$ cat src/rtl/gdd_pkg.sv
// Package of constants, types and helpers for the port direction and drive control block
package gdd_pkg;

    // ------------------------------------------------------------
    // Geometry
    // ------------------------------------------------------------
    localparam int NPORT = 4;
    localparam int NPIN  = 26;
    localparam int PIN_BASE_A = 0;
    localparam int PIN_BASE_B = 8;
    localparam int PIN_BASE_C = 15;
    localparam int PIN_BASE_D = 22;

    // ------------------------------------------------------------
    // Register addresses
    // ------------------------------------------------------------
    localparam logic [1:0] SUB_DATA    = 2'h0;
    localparam logic [1:0] SUB_DIR     = 2'h1;
    localparam logic [1:0] SUB_PULL    = 2'h2;
    localparam logic [7:0] ADDR_WAKE   = 8'h03;
    localparam logic [7:0] ADDR_DRV_AB = 8'h10;
    localparam logic [7:0] ADDR_DRV_CD = 8'h11;
    localparam logic [7:0] ADDR_ANA    = 8'h12;
    localparam logic [7:0] ADDR_ADC    = 8'h13;
    localparam int         ADC_EN_BIT  = 0;

    // ------------------------------------------------------------
    // Implemented-bit masks, index 0 is port A
    // ------------------------------------------------------------
    localparam logic [7:0] MASK_PORT_A     = 8'hFF;
    localparam logic [7:0] MASK_PORT_B     = 8'h7F;
    localparam logic [7:0] MASK_PORT_C     = 8'h7F;
    localparam logic [7:0] MASK_PORT_D_LRG = 8'h0F;
    localparam logic [7:0] MASK_PORT_D_SML = 8'h00;
    localparam logic [7:0] MASK_DRV_AB     = 8'hFF;
    localparam logic [7:0] MASK_DRV_CD_LRG = 8'h3F;
    localparam logic [7:0] MASK_DRV_CD_SML = 8'h0F;
    localparam logic [7:0] MASK_ADC        = 8'h01;

    // ------------------------------------------------------------
    // Reset values
    // ------------------------------------------------------------
    localparam logic [7:0] RST_DATA   = 8'hFF;
    localparam logic [7:0] RST_DIR    = 8'hFF;
    localparam logic [7:0] RST_PULL   = 8'h00;
    localparam logic [7:0] RST_WAKE   = 8'h00;
    localparam logic [7:0] RST_DRV_AB = 8'h55;
    localparam logic [7:0] RST_DRV_CD = 8'h15;
    localparam logic [7:0] RST_ANA    = 8'hFF;
    localparam logic [7:0] RST_ADC    = 8'h00;

    // ------------------------------------------------------------
    // Types
    // ------------------------------------------------------------
    typedef enum logic [1:0] {
        LVL_0 = 2'b00,
        LVL_1 = 2'b01,
        LVL_2 = 2'b10,
        LVL_3 = 2'b11
    } gdd_level_e;

    typedef enum logic [2:0] {
        ST_IDLE   = 3'b001,
        ST_RMW_RD = 3'b010,
        ST_RMW_WR = 3'b100
    } gdd_state_e;

    typedef struct packed {
        logic       dout;
        logic       oe;
        logic       pull;
        gdd_level_e level;
    } gdd_pad_s;

    typedef struct packed {
        logic       wr;
        logic       rd;
        logic       bit_op;
        logic       bit_set;
        logic [2:0] bit_sel;
        logic [7:0] addr;
        logic [7:0] wdata;
    } gdd_cpu_s;

    // Bit position of a pin's level field in {drive_cd, drive_ab}
    function automatic int lvl_pos(input int pin);
        if (pin < 4)       lvl_pos = 0;
        else if (pin < 8)  lvl_pos = 2;
        else if (pin < 12) lvl_pos = 4;
        else if (pin < 15) lvl_pos = 6;
        else if (pin < 19) lvl_pos = 8;
        else if (pin < 22) lvl_pos = 10;
        else               lvl_pos = 12;
    endfunction

endpackage

$ cat src/rtl/gdd_wake_det.sv
// Port A high-to-low wake detector
`timescale 1ns/1ps
`default_nettype none
module gdd_wake_det (
    input  wire logic       clk_sys,
    input  wire logic       sys_rst,
    input  wire logic       sleep_mode,
    input  wire logic [7:0] pin_a,
    input  wire logic [7:0] wake_en,
    output logic            wake_ff
);
    import gdd_pkg::*;

    logic [7:0] prev_ff;
    logic [7:0] nxt_fall;

    // ------------------------------------------------------------
    // Falling edge per enabled pin
    // ------------------------------------------------------------
    always_comb begin
        nxt_fall = prev_ff & ~pin_a & wake_en;
    end

    always_ff @(posedge clk_sys or posedge sys_rst) begin
        if (sys_rst) begin
            prev_ff <= 8'h00;
        end else begin
            prev_ff <= pin_a;
        end
    end

    always_ff @(posedge clk_sys or posedge sys_rst) begin
        if (sys_rst) begin
            wake_ff <= 1'b0;
        end else begin
            wake_ff <= sleep_mode & (|nxt_fall);
        end
    end

endmodule // gdd_wake_det
`default_nettype wire

$ cat src/rtl/gdd_port_ctrl.sv
// Port data, direction, pull-high, wake and drive-level control
// Operation
// port C bits 6..0, 0 output 1 input
// port D bits 3..0 on large variant
// unimplemented bits ignore writes, read zero
// two-bit code selects drive level 0..3
// first level register holds A/B fields
// second level register holds C, D fields
// level applies only to output pins
// data and direction reset to ones
// new output drives latched reset one
// bit set/clear is read-modify-write
// A/D-shared pins reset to analog
// converter stays off until enabled
// analog channel removes pull-high
// falling edge on port A wakes
// output pin reads latch, not pin
// pull-high only on input pins
// per-pin port A wake enable
// gated level drives pad controls
`timescale 1ns/1ps
`default_nettype none
module gdd_port_ctrl #(
    parameter bit LARGE_VARIANT = 1'b1
) (
    input  wire logic                         clk_sys,
    input  wire logic                         sys_rst,
    input  wire gdd_pkg::gdd_cpu_s            cpu_req,
    input  wire logic [gdd_pkg::NPIN-1:0]     pin_in,
    input  wire logic                         sleep_mode,
    output logic [7:0]                        rd_data_ff,
    output logic                              busy_ff,
    output gdd_pkg::gdd_pad_s [gdd_pkg::NPIN-1:0] pad_ff,
    output logic [7:0]                        adc_analog_ff,
    output logic                              adc_on_ff,
    output logic                              wake_ff
);
    import gdd_pkg::*;

    localparam logic [7:0] MASK_PORT_D = LARGE_VARIANT ? MASK_PORT_D_LRG : MASK_PORT_D_SML;
    localparam logic [7:0] MASK_DRV_CD = LARGE_VARIANT ? MASK_DRV_CD_LRG : MASK_DRV_CD_SML;
    localparam logic [3:0][7:0] PORT_MASK = {MASK_PORT_D, MASK_PORT_C, MASK_PORT_B, MASK_PORT_A};

    // ------------------------------------------------------------
    // Storage
    // ------------------------------------------------------------
    logic [3:0][7:0] data_ff;
    logic [3:0][7:0] dir_ff;
    logic [3:0][7:0] pull_ff;
    logic [7:0]      wake_en_ff;
    logic [7:0]      drv_ab_ff;
    logic [7:0]      drv_cd_ff;
    logic [7:0]      ana_ff;
    logic [7:0]      adc_ff;
    gdd_state_e      state_ff;
    logic [7:0]      rmw_addr_ff;
    logic [2:0]      rmw_sel_ff;
    logic            rmw_set_ff;
    logic [7:0]      rmw_byte_ff;

    logic            wr_go;
    logic [7:0]      wr_addr;
    logic [7:0]      wr_val;
    logic [7:0]      rd_addr;
    logic [7:0]      rd_val;
    logic [3:0][7:0] pins_by_port;
    logic [NPIN-1:0] data_flat;
    logic [NPIN-1:0] dir_flat;
    logic [NPIN-1:0] pull_flat;
    logic [NPIN-1:0] ana_flat;
    logic [15:0]     drv_all;
    logic            is_port;
    logic [1:0]      port_idx;
    gdd_state_e      nxt_state;

    // ------------------------------------------------------------
    // Flattened pin views
    // ------------------------------------------------------------
    always_comb begin
        pins_by_port = {4'h0, pin_in[NPIN-1:PIN_BASE_D],
                        1'b0, pin_in[PIN_BASE_D-1:PIN_BASE_C],
                        1'b0, pin_in[PIN_BASE_C-1:PIN_BASE_B],
                        pin_in[PIN_BASE_B-1:PIN_BASE_A]};
        data_flat = {data_ff[3][3:0], data_ff[2][6:0], data_ff[1][6:0], data_ff[0]};
        dir_flat  = {dir_ff[3][3:0], dir_ff[2][6:0], dir_ff[1][6:0], dir_ff[0]};
        pull_flat = {pull_ff[3][3:0], pull_ff[2][6:0], pull_ff[1][6:0], pull_ff[0]};
        ana_flat  = {18'h00000, ana_ff};
        drv_all   = {drv_cd_ff, drv_ab_ff};
    end

    // ------------------------------------------------------------
    // Read decode
    // ------------------------------------------------------------
    always_comb begin
        rd_addr  = (state_ff == ST_RMW_RD) ? rmw_addr_ff : cpu_req.addr;
        is_port  = (rd_addr[7:4] == 4'h0) && (rd_addr[1:0] != 2'h3);
        port_idx = rd_addr[3:2];
        rd_val   = 8'h00;
        if (is_port) begin
            unique case (rd_addr[1:0])
                SUB_DATA: rd_val = ((data_ff[port_idx] & ~dir_ff[port_idx])
                                   | (pins_by_port[port_idx] & dir_ff[port_idx]))
                                   & PORT_MASK[port_idx];
                SUB_DIR:  rd_val = dir_ff[port_idx];
                SUB_PULL: rd_val = pull_ff[port_idx];
                default:  rd_val = 8'h00;
            endcase
        end else begin
            unique case (rd_addr)
                ADDR_WAKE:   rd_val = wake_en_ff;
                ADDR_DRV_AB: rd_val = drv_ab_ff;
                ADDR_DRV_CD: rd_val = drv_cd_ff;
                ADDR_ANA:    rd_val = ana_ff;
                ADDR_ADC:    rd_val = adc_ff;
                default:     rd_val = 8'h00;
            endcase
        end
    end

    // ------------------------------------------------------------
    // Bit set/clear sequencer
    // ------------------------------------------------------------
    always_comb begin
        nxt_state = state_ff;
        unique case (state_ff)
            ST_IDLE:   if (cpu_req.bit_op) nxt_state = ST_RMW_RD;
            ST_RMW_RD: nxt_state = ST_RMW_WR;
            ST_RMW_WR: nxt_state = ST_IDLE;
            default:   nxt_state = ST_IDLE;
        endcase
    end

    always_ff @(posedge clk_sys or posedge sys_rst) begin
        if (sys_rst) begin
            state_ff <= ST_IDLE;
        end else begin
            state_ff <= nxt_state;
        end
    end

    always_ff @(posedge clk_sys or posedge sys_rst) begin
        if (sys_rst) begin
            rmw_addr_ff <= 8'h00;
            rmw_sel_ff  <= 3'h0;
            rmw_set_ff  <= 1'b0;
        end else if (state_ff == ST_IDLE && cpu_req.bit_op) begin
            rmw_addr_ff <= cpu_req.addr;
            rmw_sel_ff  <= cpu_req.bit_sel;
            rmw_set_ff  <= cpu_req.bit_set;
        end
    end

    always_ff @(posedge clk_sys or posedge sys_rst) begin
        if (sys_rst) begin
            rmw_byte_ff <= 8'h00;
        end else if (state_ff == ST_RMW_RD) begin
            rmw_byte_ff <= rd_val;
        end
    end

    always_ff @(posedge clk_sys or posedge sys_rst) begin
        if (sys_rst) begin
            busy_ff <= 1'b0;
        end else begin
            busy_ff <= (nxt_state != ST_IDLE);
        end
    end

    // ------------------------------------------------------------
    // Write channel
    // ------------------------------------------------------------
    always_comb begin
        wr_go   = 1'b0;
        wr_addr = cpu_req.addr;
        wr_val  = cpu_req.wdata;
        if (state_ff == ST_RMW_WR) begin
            wr_go   = 1'b1;
            wr_addr = rmw_addr_ff;
            wr_val  = rmw_byte_ff;
            wr_val[rmw_sel_ff] = rmw_set_ff;
        end else if (state_ff == ST_IDLE && cpu_req.wr && !cpu_req.bit_op) begin
            wr_go = 1'b1;
        end
    end

    // ------------------------------------------------------------
    // Port data latches
    // ------------------------------------------------------------
    always_ff @(posedge clk_sys or posedge sys_rst) begin
        if (sys_rst) begin
            for (int p = 0; p < NPORT; p++) begin
                data_ff[p] <= RST_DATA & PORT_MASK[p];
            end
        end else if (wr_go && wr_addr[7:4] == 4'h0 && wr_addr[1:0] == SUB_DATA) begin
            for (int p = 0; p < NPORT; p++) begin
                if (wr_addr[3:2] == p[1:0]) begin
                    data_ff[p] <= wr_val & PORT_MASK[p];
                end
            end
        end
    end

    // ------------------------------------------------------------
    // Port direction
    // ------------------------------------------------------------
    always_ff @(posedge clk_sys or posedge sys_rst) begin
        if (sys_rst) begin
            for (int p = 0; p < NPORT; p++) begin
                dir_ff[p] <= RST_DIR & PORT_MASK[p];
            end
        end else if (wr_go && wr_addr[7:4] == 4'h0 && wr_addr[1:0] == SUB_DIR) begin
            for (int p = 0; p < NPORT; p++) begin
                if (wr_addr[3:2] == p[1:0]) begin
                    dir_ff[p] <= wr_val & PORT_MASK[p];
                end
            end
        end
    end

    // ------------------------------------------------------------
    // Port pull-high enables
    // ------------------------------------------------------------
    always_ff @(posedge clk_sys or posedge sys_rst) begin
        if (sys_rst) begin
            for (int p = 0; p < NPORT; p++) begin
                pull_ff[p] <= RST_PULL;
            end
        end else if (wr_go && wr_addr[7:4] == 4'h0 && wr_addr[1:0] == SUB_PULL) begin
            for (int p = 0; p < NPORT; p++) begin
                if (wr_addr[3:2] == p[1:0]) begin
                    pull_ff[p] <= wr_val & PORT_MASK[p];
                end
            end
        end
    end

    // ------------------------------------------------------------
    // Wake enable and drive levels
    // ------------------------------------------------------------
    always_ff @(posedge clk_sys or posedge sys_rst) begin
        if (sys_rst) begin
            wake_en_ff <= RST_WAKE;
        end else if (wr_go && wr_addr == ADDR_WAKE) begin
            wake_en_ff <= wr_val;
        end
    end

    always_ff @(posedge clk_sys or posedge sys_rst) begin
        if (sys_rst) begin
            drv_ab_ff <= RST_DRV_AB;
        end else if (wr_go && wr_addr == ADDR_DRV_AB) begin
            drv_ab_ff <= wr_val & MASK_DRV_AB;
        end
    end

    always_ff @(posedge clk_sys or posedge sys_rst) begin
        if (sys_rst) begin
            drv_cd_ff <= RST_DRV_CD & MASK_DRV_CD;
        end else if (wr_go && wr_addr == ADDR_DRV_CD) begin
            drv_cd_ff <= wr_val & MASK_DRV_CD;
        end
    end

    // ------------------------------------------------------------
    // Analog select and converter enable
    // ------------------------------------------------------------
    always_ff @(posedge clk_sys or posedge sys_rst) begin
        if (sys_rst) begin
            ana_ff <= RST_ANA;
        end else if (wr_go && wr_addr == ADDR_ANA) begin
            ana_ff <= wr_val;
        end
    end

    always_ff @(posedge clk_sys or posedge sys_rst) begin
        if (sys_rst) begin
            adc_ff <= RST_ADC;
        end else if (wr_go && wr_addr == ADDR_ADC) begin
            adc_ff <= wr_val & MASK_ADC;
        end
    end

    // ------------------------------------------------------------
    // Read data register
    // ------------------------------------------------------------
    always_ff @(posedge clk_sys or posedge sys_rst) begin
        if (sys_rst) begin
            rd_data_ff <= 8'h00;
        end else if (cpu_req.rd && state_ff == ST_IDLE && !cpu_req.bit_op) begin
            rd_data_ff <= rd_val;
        end
    end

    // ------------------------------------------------------------
    // Pad controls, one per pin
    // ------------------------------------------------------------
    for (genvar i = 0; i < NPIN; i++) begin : g_pad
        localparam int LP = lvl_pos(i);
        always_ff @(posedge clk_sys or posedge sys_rst) begin
            if (sys_rst) begin
                pad_ff[i] <= '{dout: 1'b1, oe: 1'b0, pull: 1'b0, level: LVL_0};
            end else begin
                pad_ff[i].dout  <= data_flat[i];
                pad_ff[i].oe    <= ~dir_flat[i] & ~ana_flat[i];
                pad_ff[i].pull  <= pull_flat[i] & dir_flat[i] & ~ana_flat[i];
                pad_ff[i].level <= (~dir_flat[i] & ~ana_flat[i])
                                   ? gdd_level_e'(drv_all[LP +: 2]) : LVL_0;
            end
        end
    end

    // ------------------------------------------------------------
    // Converter status outputs
    // ------------------------------------------------------------
    always_ff @(posedge clk_sys or posedge sys_rst) begin
        if (sys_rst) begin
            adc_analog_ff <= RST_ANA;
        end else begin
            adc_analog_ff <= ana_ff;
        end
    end

    always_ff @(posedge clk_sys or posedge sys_rst) begin
        if (sys_rst) begin
            adc_on_ff <= 1'b0;
        end else begin
            adc_on_ff <= adc_ff[ADC_EN_BIT];
        end
    end

    // ------------------------------------------------------------
    // Wake detection
    // ------------------------------------------------------------
    gdd_wake_det u_wake (
        .clk_sys    (clk_sys),
        .sys_rst    (sys_rst),
        .sleep_mode (sleep_mode),
        .pin_a      (pin_in[PIN_BASE_B-1:PIN_BASE_A]),
        .wake_en    (wake_en_ff),
        .wake_ff    (wake_ff)
    );

endmodule // gdd_port_ctrl
`default_nettype wire

$ cat config.mk
export PLATFORM = sky130hd
export DESIGN_NAME = gdd_port_ctrl
export DESIGN_NICKNAME = d
export VERILOG_FILES = /design/src/rtl/gdd_pkg.sv /design/src/rtl/gdd_wake_det.sv /design/src/rtl/gdd_port_ctrl.sv
export SDC_FILE = /design/constraint.sdc
export NUM_CORES = 1
export LEC_CHECK = 0
export BUFFER_PORTS_ARGS = -buffer_cell sky130_fd_sc_hd__buf_2
export CORE_MARGIN = 8
export CORE_UTILIZATION = 25
export CTS_CLUSTER_DIAMETER = 40
export CTS_CLUSTER_SIZE = 10
export DETAILED_ROUTE_END_ITERATION = 6
export GPL_ROUTABILITY_DRIVEN = 0
export GPL_TIMING_DRIVEN = 0
export PLACE_DENSITY_LB_ADDON = 0.3
export SLEW_MARGIN = 20
export SYNTH_ARGS = -nofsm -noshare
export SYNTH_HDL_FRONTEND = slang
export SYNTH_SLANG_ARGS = --single-unit
$ cat constraint.sdc
create_clock -name clk_sys -period 10.95 [get_ports clk_sys]
set_input_delay 1.095 -clock clk_sys [delete_from_list [all_inputs] [get_ports clk_sys]]
set_output_delay 1.095 -clock clk_sys [all_outputs]
set_load 0.01 [all_outputs]
; After elaboration in Yosys (flattened, before gate mapping)
; Index checks and enable logic that the tools add are counted.
; Widths: inputs -> output; s select.
[op_classes]
n_lt_le_gt_ge = 3
muxes = 49
n_bitwise = 85
reduce_logical = 35
n_eq_ne = 22
[ops]
columns = cell, count
row1 = $bmux 8 s2, 5
row2 = $mux 8, 9
row3 = $eq 8x5->1 const B, 8
row4 = $mux 2, 26
row5 = $and 1x1->1, 43
row6 = $and 8x8->8, 5
row7 = $pmux 8 s5, 1
row8 = $not 1->1, 34
row9 = $pmux 8 s3, 1
row10 = $reduce_and 2->1, 12
row11 = $eq 8x2->1 const B, 2
row12 = $logic_and 1x1->1, 16
row13 = $not 8->8, 2
row14 = $bwmux 8, 1
row15 = $eq 2x2->1 const B, 4
row16 = $logic_not 4->1, 2
row17 = $or 8x8->8, 1
row18 = $reduce_or 8->1, 1
row19 = $eq 2x1->1 const B, 3
row20 = $logic_not 2->1, 3
row21 = $pmux 3 s2, 1
row22 = $lt 3x4->1 const B, 1
row23 = $demux 1 s3, 1
row24 = $eq 3x1->1 const B, 1
row25 = 9 further kinds, 11
[word_totals]
register_bits = 289
word_cells = 326
out_inout_bits = 149
input_bits = 52

; Longest topological paths before layout
[logic_depth]
word_depth = 10
depth_mapped = 11
depth_no_buf = 7

; Modules after synthesis
; A second synthesis with hierarchy kept.
[hier_totals]
hier_cells = 948
area_unflattened_um2 = 11932.7
[modules_own_cells]
columns = module, cells_each, n_inst, seq_area_each_um2, area_per_inst_um2
row1 = gdd_port_ctrl, 925, 1, 7134.3, 11634.9
row2 = gdd_wake_det, 23, 1, 225.2, 297.8

; Least setup slack after synthesis
; No wires, ideal clock.
[synth_timing]
path_kind = input-to-reg
start = input cpu_req[20] in the netlist's numbering
end = register pull_ff[0] in the netlist's numbering
required_ps = 10825
setup_slack_ps = 8059
n_path_buf = 0
cell_stages = 6
arrival_ps = 2767
setup_ps = 125
path_cell_list = nor4b_1 > a31oi_1 > o32ai_2 > nand2_1 > nor2_4 > mux2_2
[synth_via]
elab_chain_len = 7
[synth_lines]
columns = element, line
row1 = from (decl), gdd_port_ctrl.sv:28  ; input wire gdd_pkg::gdd_cpu_s cpu_req,
row2 = $logic_not 1->1, gdd_port_ctrl.sv:181  ; end else if (state_ff == ST_IDLE && cpu_req.wr && !cpu_req.bit_op) begin
row3 = $logic_and 1x1->1, gdd_port_ctrl.sv:181
row4 = $mux 1, gdd_port_ctrl.sv:181
row5 = $mux 1, gdd_port_ctrl.sv:176  ; if (state_ff == ST_RMW_WR) begin
row6 = $logic_and 1x1->1 (2 in a row), gdd_port_ctrl.sv:228  ; end else if (wr_go && wr_addr[7:4] == 4'h0 && wr_addr[1:0] == SUB_PULL) begin
row7 = $reduce_and 2->1 (no source line), -
row8 = "to (signal, indexed assignment)", gdd_port_ctrl.sv:231  ; pull_ff[p] <= wr_val & PORT_MASK[p];
row9 = to (decl), gdd_port_ctrl.sv:49  ; logic [3:0][7:0] pull_ff;
; No other way between the ends.
; A chain may end at the register's enable or synchronous reset.

; Worst setup path in the final report
[layout_timing]
start = input cpu_req[11] in the netlist's numbering
end = register rmw_byte_ff[5]
[layout_via]
elab_chain_len = 9
elab_cells_between_ends = 24
cone_classes = 5 x eq/ne / 14 x mux / 5 x bitwise
[layout_lines]
columns = element, line
row1 = $mux 8 *, gdd_port_ctrl.sv:95  ; rd_addr = (state_ff == ST_RMW_RD) ? rmw_addr_ff : cpu_req.addr;
row2 = $bmux 8 s2, "gdd_port_ctrl.sv:101, gdd_port_ctrl.sv:102, gdd_port_ctrl.sv:104"
row3 = $mux 8 (implied by the code), "gdd_port_ctrl.sv:101, gdd_port_ctrl.sv:102, gdd_port_ctrl.sv:104"
row4 = $not 8->8, gdd_port_ctrl.sv:101  ; SUB_DATA: rd_val = ((data_ff[port_idx] & ~dir_ff[port_idx])
row5 = $and 8x8->8, gdd_port_ctrl.sv:101
row6 = $or 8x8->8, gdd_port_ctrl.sv:102  ; | (pins_by_port[port_idx] & dir_ff[port_idx]))
row7 = $and 8x8->8, gdd_port_ctrl.sv:103  ; & PORT_MASK[port_idx];
row8 = $pmux 8 s3, gdd_port_ctrl.sv:100  ; unique case (rd_addr[1:0])
row9 = $mux 8 *, gdd_port_ctrl.sv:99  ; if (is_port) begin
row10 = to (signal assigned), gdd_port_ctrl.sv:157  ; rmw_byte_ff <= rd_val;
row11 = to (decl), gdd_port_ctrl.sv:59  ; logic [7:0] rmw_byte_ff;
; Mark *: on every way between the ends. The rest lies on a longest branch, timed or not. The select of a mux whose other input is x is not followed.

==> impl_results.rst <==
.. list-table::
   :header-rows: 1

   * - Metric
     - Value
   * - Status
     - finished, final reports clean
   * - Proportion of layout cells with a drive suffix above 1
     - 45.8%
   * - Detailed-router iteration count before antenna repair
     - 5
   * - H-tree lvl count
     - 2
   * - Cells after DPL
     - 1855
   * - Most used flip-flop cell after synthesis
     - sky130_fd_sc_hd__dfrtp_1
   * - Data arrival time of the critical path
     - 3.89 ns
   * - Total global-route track usage
     - 15.1%
   * - Transition time at the pin with the least slew margin
     - 1.07 ns
   * - Gate Count Post-Synth
     - 983
   * - Critical path capture point
     - rmw_byte_ff[5]$_DFFE_PP0P_
   * - Setup tns final
     - 0 ns
   * - Detailed-route DRC error count
     - 0
   * - Starting utilization of the core area
     - 25.1%
   * - Register cell area after layout
     - 7360 µm²
   * - Peak fanout along the critical path
     - 10
   * - Std-Cell Rows
     - 82
   * - Routed Antenna Nets
     - 0
   * - Capture instance of the worst register-to-register path
     - rmw_byte_ff[5]$_DFFE_PP0P_
   * - Crit start category
     - input port
   * - Worst min-delay path class
     - reg2reg
   * - Number of flip-flops and latches in the synthesized netlist
     - 289
   * - Number of global-route vias before repair
     - 9390
   * - Die area
     - 57500 µm²
   * - Period Utilization, post-route
     - 31.1%
   * - Relative area change from synthesis to final layout
     - 29.6%
   * - Synth warnings
     - 0
   * - Highest metal layer used by the detailed router
     - met5
   * - Number of fill cells in the layout
     - 5103
   * - Leakage component of the power
     - 7.25 nW
   * - Worst IR Drop VDD
     - 0.000108 V
   * - Die Height
     - 240 µm
   * - Multi-input logic area
     - 4850 µm²
   * - Unrepaired setup endpoints after global routing
     - false
   * - Count of final setup violators
     - 0
   * - Metal3 WL
     - 3500 µm
   * - Max_slew headroom
     - 28.2%
   * - Worst r2r path cells
     - 8
   * - Fmax achieved
     - 293 MHz
   * - Number of distinct library cell variants in the gate-level netlist after synthesis
     - 59
   * - Clock latency at the later pin of the worst-skew pair
     - 0.57 ns
   * - Clock tree from TritonCTS
     - done
   * - Final hold viol count
     - 0
   * - Total clock buffers created by CTS
     - 53
   * - Path type of the worst setup path
     - in2reg
   * - Netlist area before placement
     - 12500 µm²
   * - Max clock buf depth
     - 3
   * - DR WL/cell
     - 22.3 µm
   * - Wl on met1
     - 18400 µm
   * - Die boundary width
     - 240 µm
   * - Io pins
     - 201
   * - Number of enable flip-flop cells after synthesis
     - 0
   * - Async set-reset flop share out of synthesis
     - 100%
   * - Largest net degree at the start of global routing
     - 107
   * - Hpwl dp
     - 32300 µm
   * - Post-layout utilization of the core
     - 32.6%
   * - FF-to-FF Start
     - rmw_addr_ff[3]$_DFFE_PP0P_
   * - Post-synthesis average cell area
     - 12.7 µm²
   * - Overflow after GRT
     - 0
   * - Setup slack on the worst flop-to-flop path
     - 7.66 ns
   * - Worst-path clk slew
     - 0.05 ns
   * - Total wirelength of the detailed-routed design
     - 43700 µm
   * - Port Buf Inserts
     - 197
   * - Number of antenna violations at the first check in global routing
     - 7
   * - Setup crit start
     - cpu_req[11]
   * - Nets in the synthesized netlist
     - 1035
   * - Core area
     - 49900 µm²
   * - Final-stage net count
     - 1290
   * - Count of max-cap constraint violations
     - 0
   * - TritonCTS Sinks
     - 289
   * - Pwr per Cell Area
     - 213 nW/µm²
   * - Clock Root Buffer
     - sky130_fd_sc_hd__clkbuf_16
   * - Total of hold buffers inserted after clock tree synthesis
     - 0
   * - Number of DRC markers in iteration 0
     - 692
   * - Amount of wire on met2 after detailed routing
     - 20600 µm
   * - Pins Over Slew Limit
     - 0
   * - Worst setup EP type
     - flip-flop
   * - Post-layout minimum cycle time
     - 3.41 ns
   * - Total vias in the final route
     - 8989
   * - Layout Skew
     - 0.0161 ns
   * - Via-per-instance ratio
     - 4.59
   * - Final std cells w/o fill
     - 1957
   * - Post-CTS Repair Setup Buffers
     - 0
   * - Share of the yosys chip area belonging to registers
     - 58.7%
   * - Cts repair resizes
     - 0
   * - Wire length of the first global-routing pass
     - 63800 µm
   * - CP Data Required Time
     - 11.43 ns
==> worst max-delay path, stage by stage <==
cell and delay, ns:
sky130_fd_sc_hd__buf_2 0.27, sky130_fd_sc_hd__buf_1 0.77, sky130_fd_sc_hd__mux2i_1 0.26, sky130_fd_sc_hd__mux2i_1 0.12, sky130_fd_sc_hd__a211oi_1 0.58, sky130_fd_sc_hd__mux2i_1 0.47, sky130_fd_sc_hd__a21oi_1 0.13, sky130_fd_sc_hd__a21oi_1 0.18
==> how the worst min path moves through the flow <==
stage	cells after the start	endpoint	from	slack (ns)
final	0	pad_ff[114]$_DFF_PP1_	data_ff[24]$_DFFE_PP1P_	0.38
after CTS	0	pad_ff[44]$_DFF_PP1_	data_ff[8]$_DFFE_PP1P_	0.38
after global routing	0	pad_ff[39]$_DFF_PP1_	data_ff[7]$_DFFE_PP1P_	0.39
after global placement	0	pad_ff[74]$_DFF_PP1_	data_ff[14]$_DFFE_PP1P_	0.37
after detailed placement	0	pad_ff[74]$_DFF_PP1_	data_ff[14]$_DFFE_PP1P_	0.38
after floorplan	0	pad_ff[39]$_DFF_PP1_	data_ff[7]$_DFFE_PP1P_	0.36
==> cell families (layout without fill, tap and decap cells) <==
family,Yosys count,after routing,share of synthesized area (%)
AOI/OAI and AO/OA,129,129,6.47
buffers and inverters,73,373,2.69
DFF,289,289,58.7
muxes,219,219,20.1
other,0,2,0
and+or+nand+nor,273,273,12.1
==> where the power goes <==
| part | switching, mW | leakage [nW] | internal, mW |
|---|---|---|---|
| logic | 0.380 | 2.98 | 0.224 |
| clock network | 0.578 | 0.853 | 1.02 |
| registers | 0.0727 | 3.41 | 1.18 |
==> flip-flops by register name (all words and copies together), names as in the netlist <==
signal and count:
adc_analog_ff 8, adc_ff 1, adc_on_ff 1, ana_ff 8, busy_ff 1, data_ff 26
dir_ff 26, drv_ab_ff 8, drv_cd_ff 6, pad_ff 130, pull_ff 26, rd_data_ff 8
rmw_addr_ff 8, rmw_byte_ff 8, rmw_sel_ff 3, rmw_set_ff 1, state_ff 3, u_wake.prev_ff 8
u_wake.wake_ff 1, wake_en_ff 8
==> stage by stage <==
stage / setup slack (ns) / total power [mW] / hold slack, ns / area, µm²
final: 7.54 / 3.46 / 0.381 / 16200
after global routing: 7.47 / 3.61 / 0.388 / 16200
after CTS: 7.68 / 3.50 / 0.380 / 16200
after detailed placement: 7.10 / 1.87 / 0.376 / 14400
after global placement: -1.28 / 1.86 / 0.375 / 14400
after floorplan: 2.05 / 1.63 / 0.359 / 12500
==> cell usage in the layout, fill, tap and decap left out, types with 7 or more instances in the layout <==
cell	synthesis	layout
sky130_fd_sc_hd__clkinv_4	0	9
sky130_fd_sc_hd__buf_2	11	208
sky130_fd_sc_hd__and2_1	36	36
sky130_fd_sc_hd__nand2_1	56	56
sky130_fd_sc_hd__a21oi_1	34	34
sky130_fd_sc_hd__a31oi_1	12	12
sky130_fd_sc_hd__mux4_2	10	10
sky130_fd_sc_hd__dfrtp_1	187	187
sky130_fd_sc_hd__nor2_1	49	49
sky130_fd_sc_hd__a211oi_1	7	7
sky130_fd_sc_hd__inv_1	24	23
sky130_fd_sc_hd__nor2b_1	40	40
sky130_fd_sc_hd__mux2i_1	76	76
sky130_fd_sc_hd__clkbuf_16	0	56
sky130_fd_sc_hd__clkinvlp_4	0	8
sky130_fd_sc_hd__dfstp_2	102	102
sky130_fd_sc_hd__mux2_2	128	128
sky130_fd_sc_hd__nand3b_1	9	9
sky130_fd_sc_hd__clkinv_2	0	8
sky130_fd_sc_hd__clkbuf_1	26	33
sky130_fd_sc_hd__nand3_1	10	10
sky130_fd_sc_hd__nor3_1	22	22
sky130_fd_sc_hd__o21ai_0	41	41
==> final cells by class <==
type | instances | share of cell area [%]
buffer | 48 | 1.49
tap | 672 | 5.18
clock inverter | 35 | 2.00
sequential | 289 | 45.3
antenna | 2 | 0.0308
multi-input combinational | 621 | 29.8
clock buffer | 65 | 8.96
inverter | 25 | 0.624
timing repair buffer | 200 | 6.58
==> synth_stat cells, types with 3 or more instances <==
| master | number | area, µm² |
|---|---|---|
| sky130_fd_sc_hd__buf_4 | 3 | 22.5 |
| sky130_fd_sc_hd__o32ai_1 | 6 | 52.6 |
| sky130_fd_sc_hd__a21oi_1 | 34 | 170 |
| sky130_fd_sc_hd__and2_1 | 36 | 225 |
| sky130_fd_sc_hd__a211oi_1 | 7 | 52.6 |
| sky130_fd_sc_hd__a31oi_1 | 12 | 75.1 |
| sky130_fd_sc_hd__buf_2 | 11 | 55.1 |
| sky130_fd_sc_hd__and3_1 | 4 | 25.0 |
| sky130_fd_sc_hd__o22ai_1 | 3 | 18.8 |
| sky130_fd_sc_hd__buf_1 | 3 | 11.3 |
| sky130_fd_sc_hd__nand3b_1 | 9 | 67.6 |
| sky130_fd_sc_hd__a21oi_2 | 3 | 26.3 |
| sky130_fd_sc_hd__nor2_1 | 49 | 184 |
| sky130_fd_sc_hd__mux4_2 | 10 | 225 |
| sky130_fd_sc_hd__o21a_1 | 3 | 22.5 |
| sky130_fd_sc_hd__clkbuf_1 | 26 | 97.6 |
| sky130_fd_sc_hd__nand3_1 | 10 | 50.1 |
| sky130_fd_sc_hd__nor3b_1 | 5 | 37.5 |
| sky130_fd_sc_hd__a221oi_1 | 4 | 35.0 |
| sky130_fd_sc_hd__nand2_1 | 56 | 210 |
| sky130_fd_sc_hd__dfrtp_1 | 187 | 4680 |
| sky130_fd_sc_hd__nor4_1 | 3 | 18.8 |
| sky130_fd_sc_hd__dfstp_2 | 102 | 2680 |
| sky130_fd_sc_hd__mux2i_1 | 76 | 761 |
| sky130_fd_sc_hd__o211ai_1 | 5 | 37.5 |
| sky130_fd_sc_hd__inv_1 | 24 | 90.1 |
| sky130_fd_sc_hd__nor2b_1 | 40 | 250 |
| sky130_fd_sc_hd__mux2_2 | 128 | 1440 |
| sky130_fd_sc_hd__buf_6 | 5 | 56.3 |
| sky130_fd_sc_hd__or2_2 | 4 | 25.0 |
| sky130_fd_sc_hd__nor3_1 | 22 | 110 |
| sky130_fd_sc_hd__nor2_4 | 5 | 56.3 |
| sky130_fd_sc_hd__nand2b_1 | 5 | 31.3 |
| sky130_fd_sc_hd__nand4_1 | 3 | 18.8 |
| sky130_fd_sc_hd__nor2_2 | 6 | 37.5 |
| sky130_fd_sc_hd__o21ai_0 | 41 | 205 |
==> metal layers <==
metal | vias up | track usage (%)
li1 | 4033 | -
met1 | 4489 | 19.3
met2 | 365 | 24.5
met3 | 94 | 4.10
met4 | 8 | 5.04
met5 | - | 0
No activity file was read; power rests on OpenSTA's default activity.
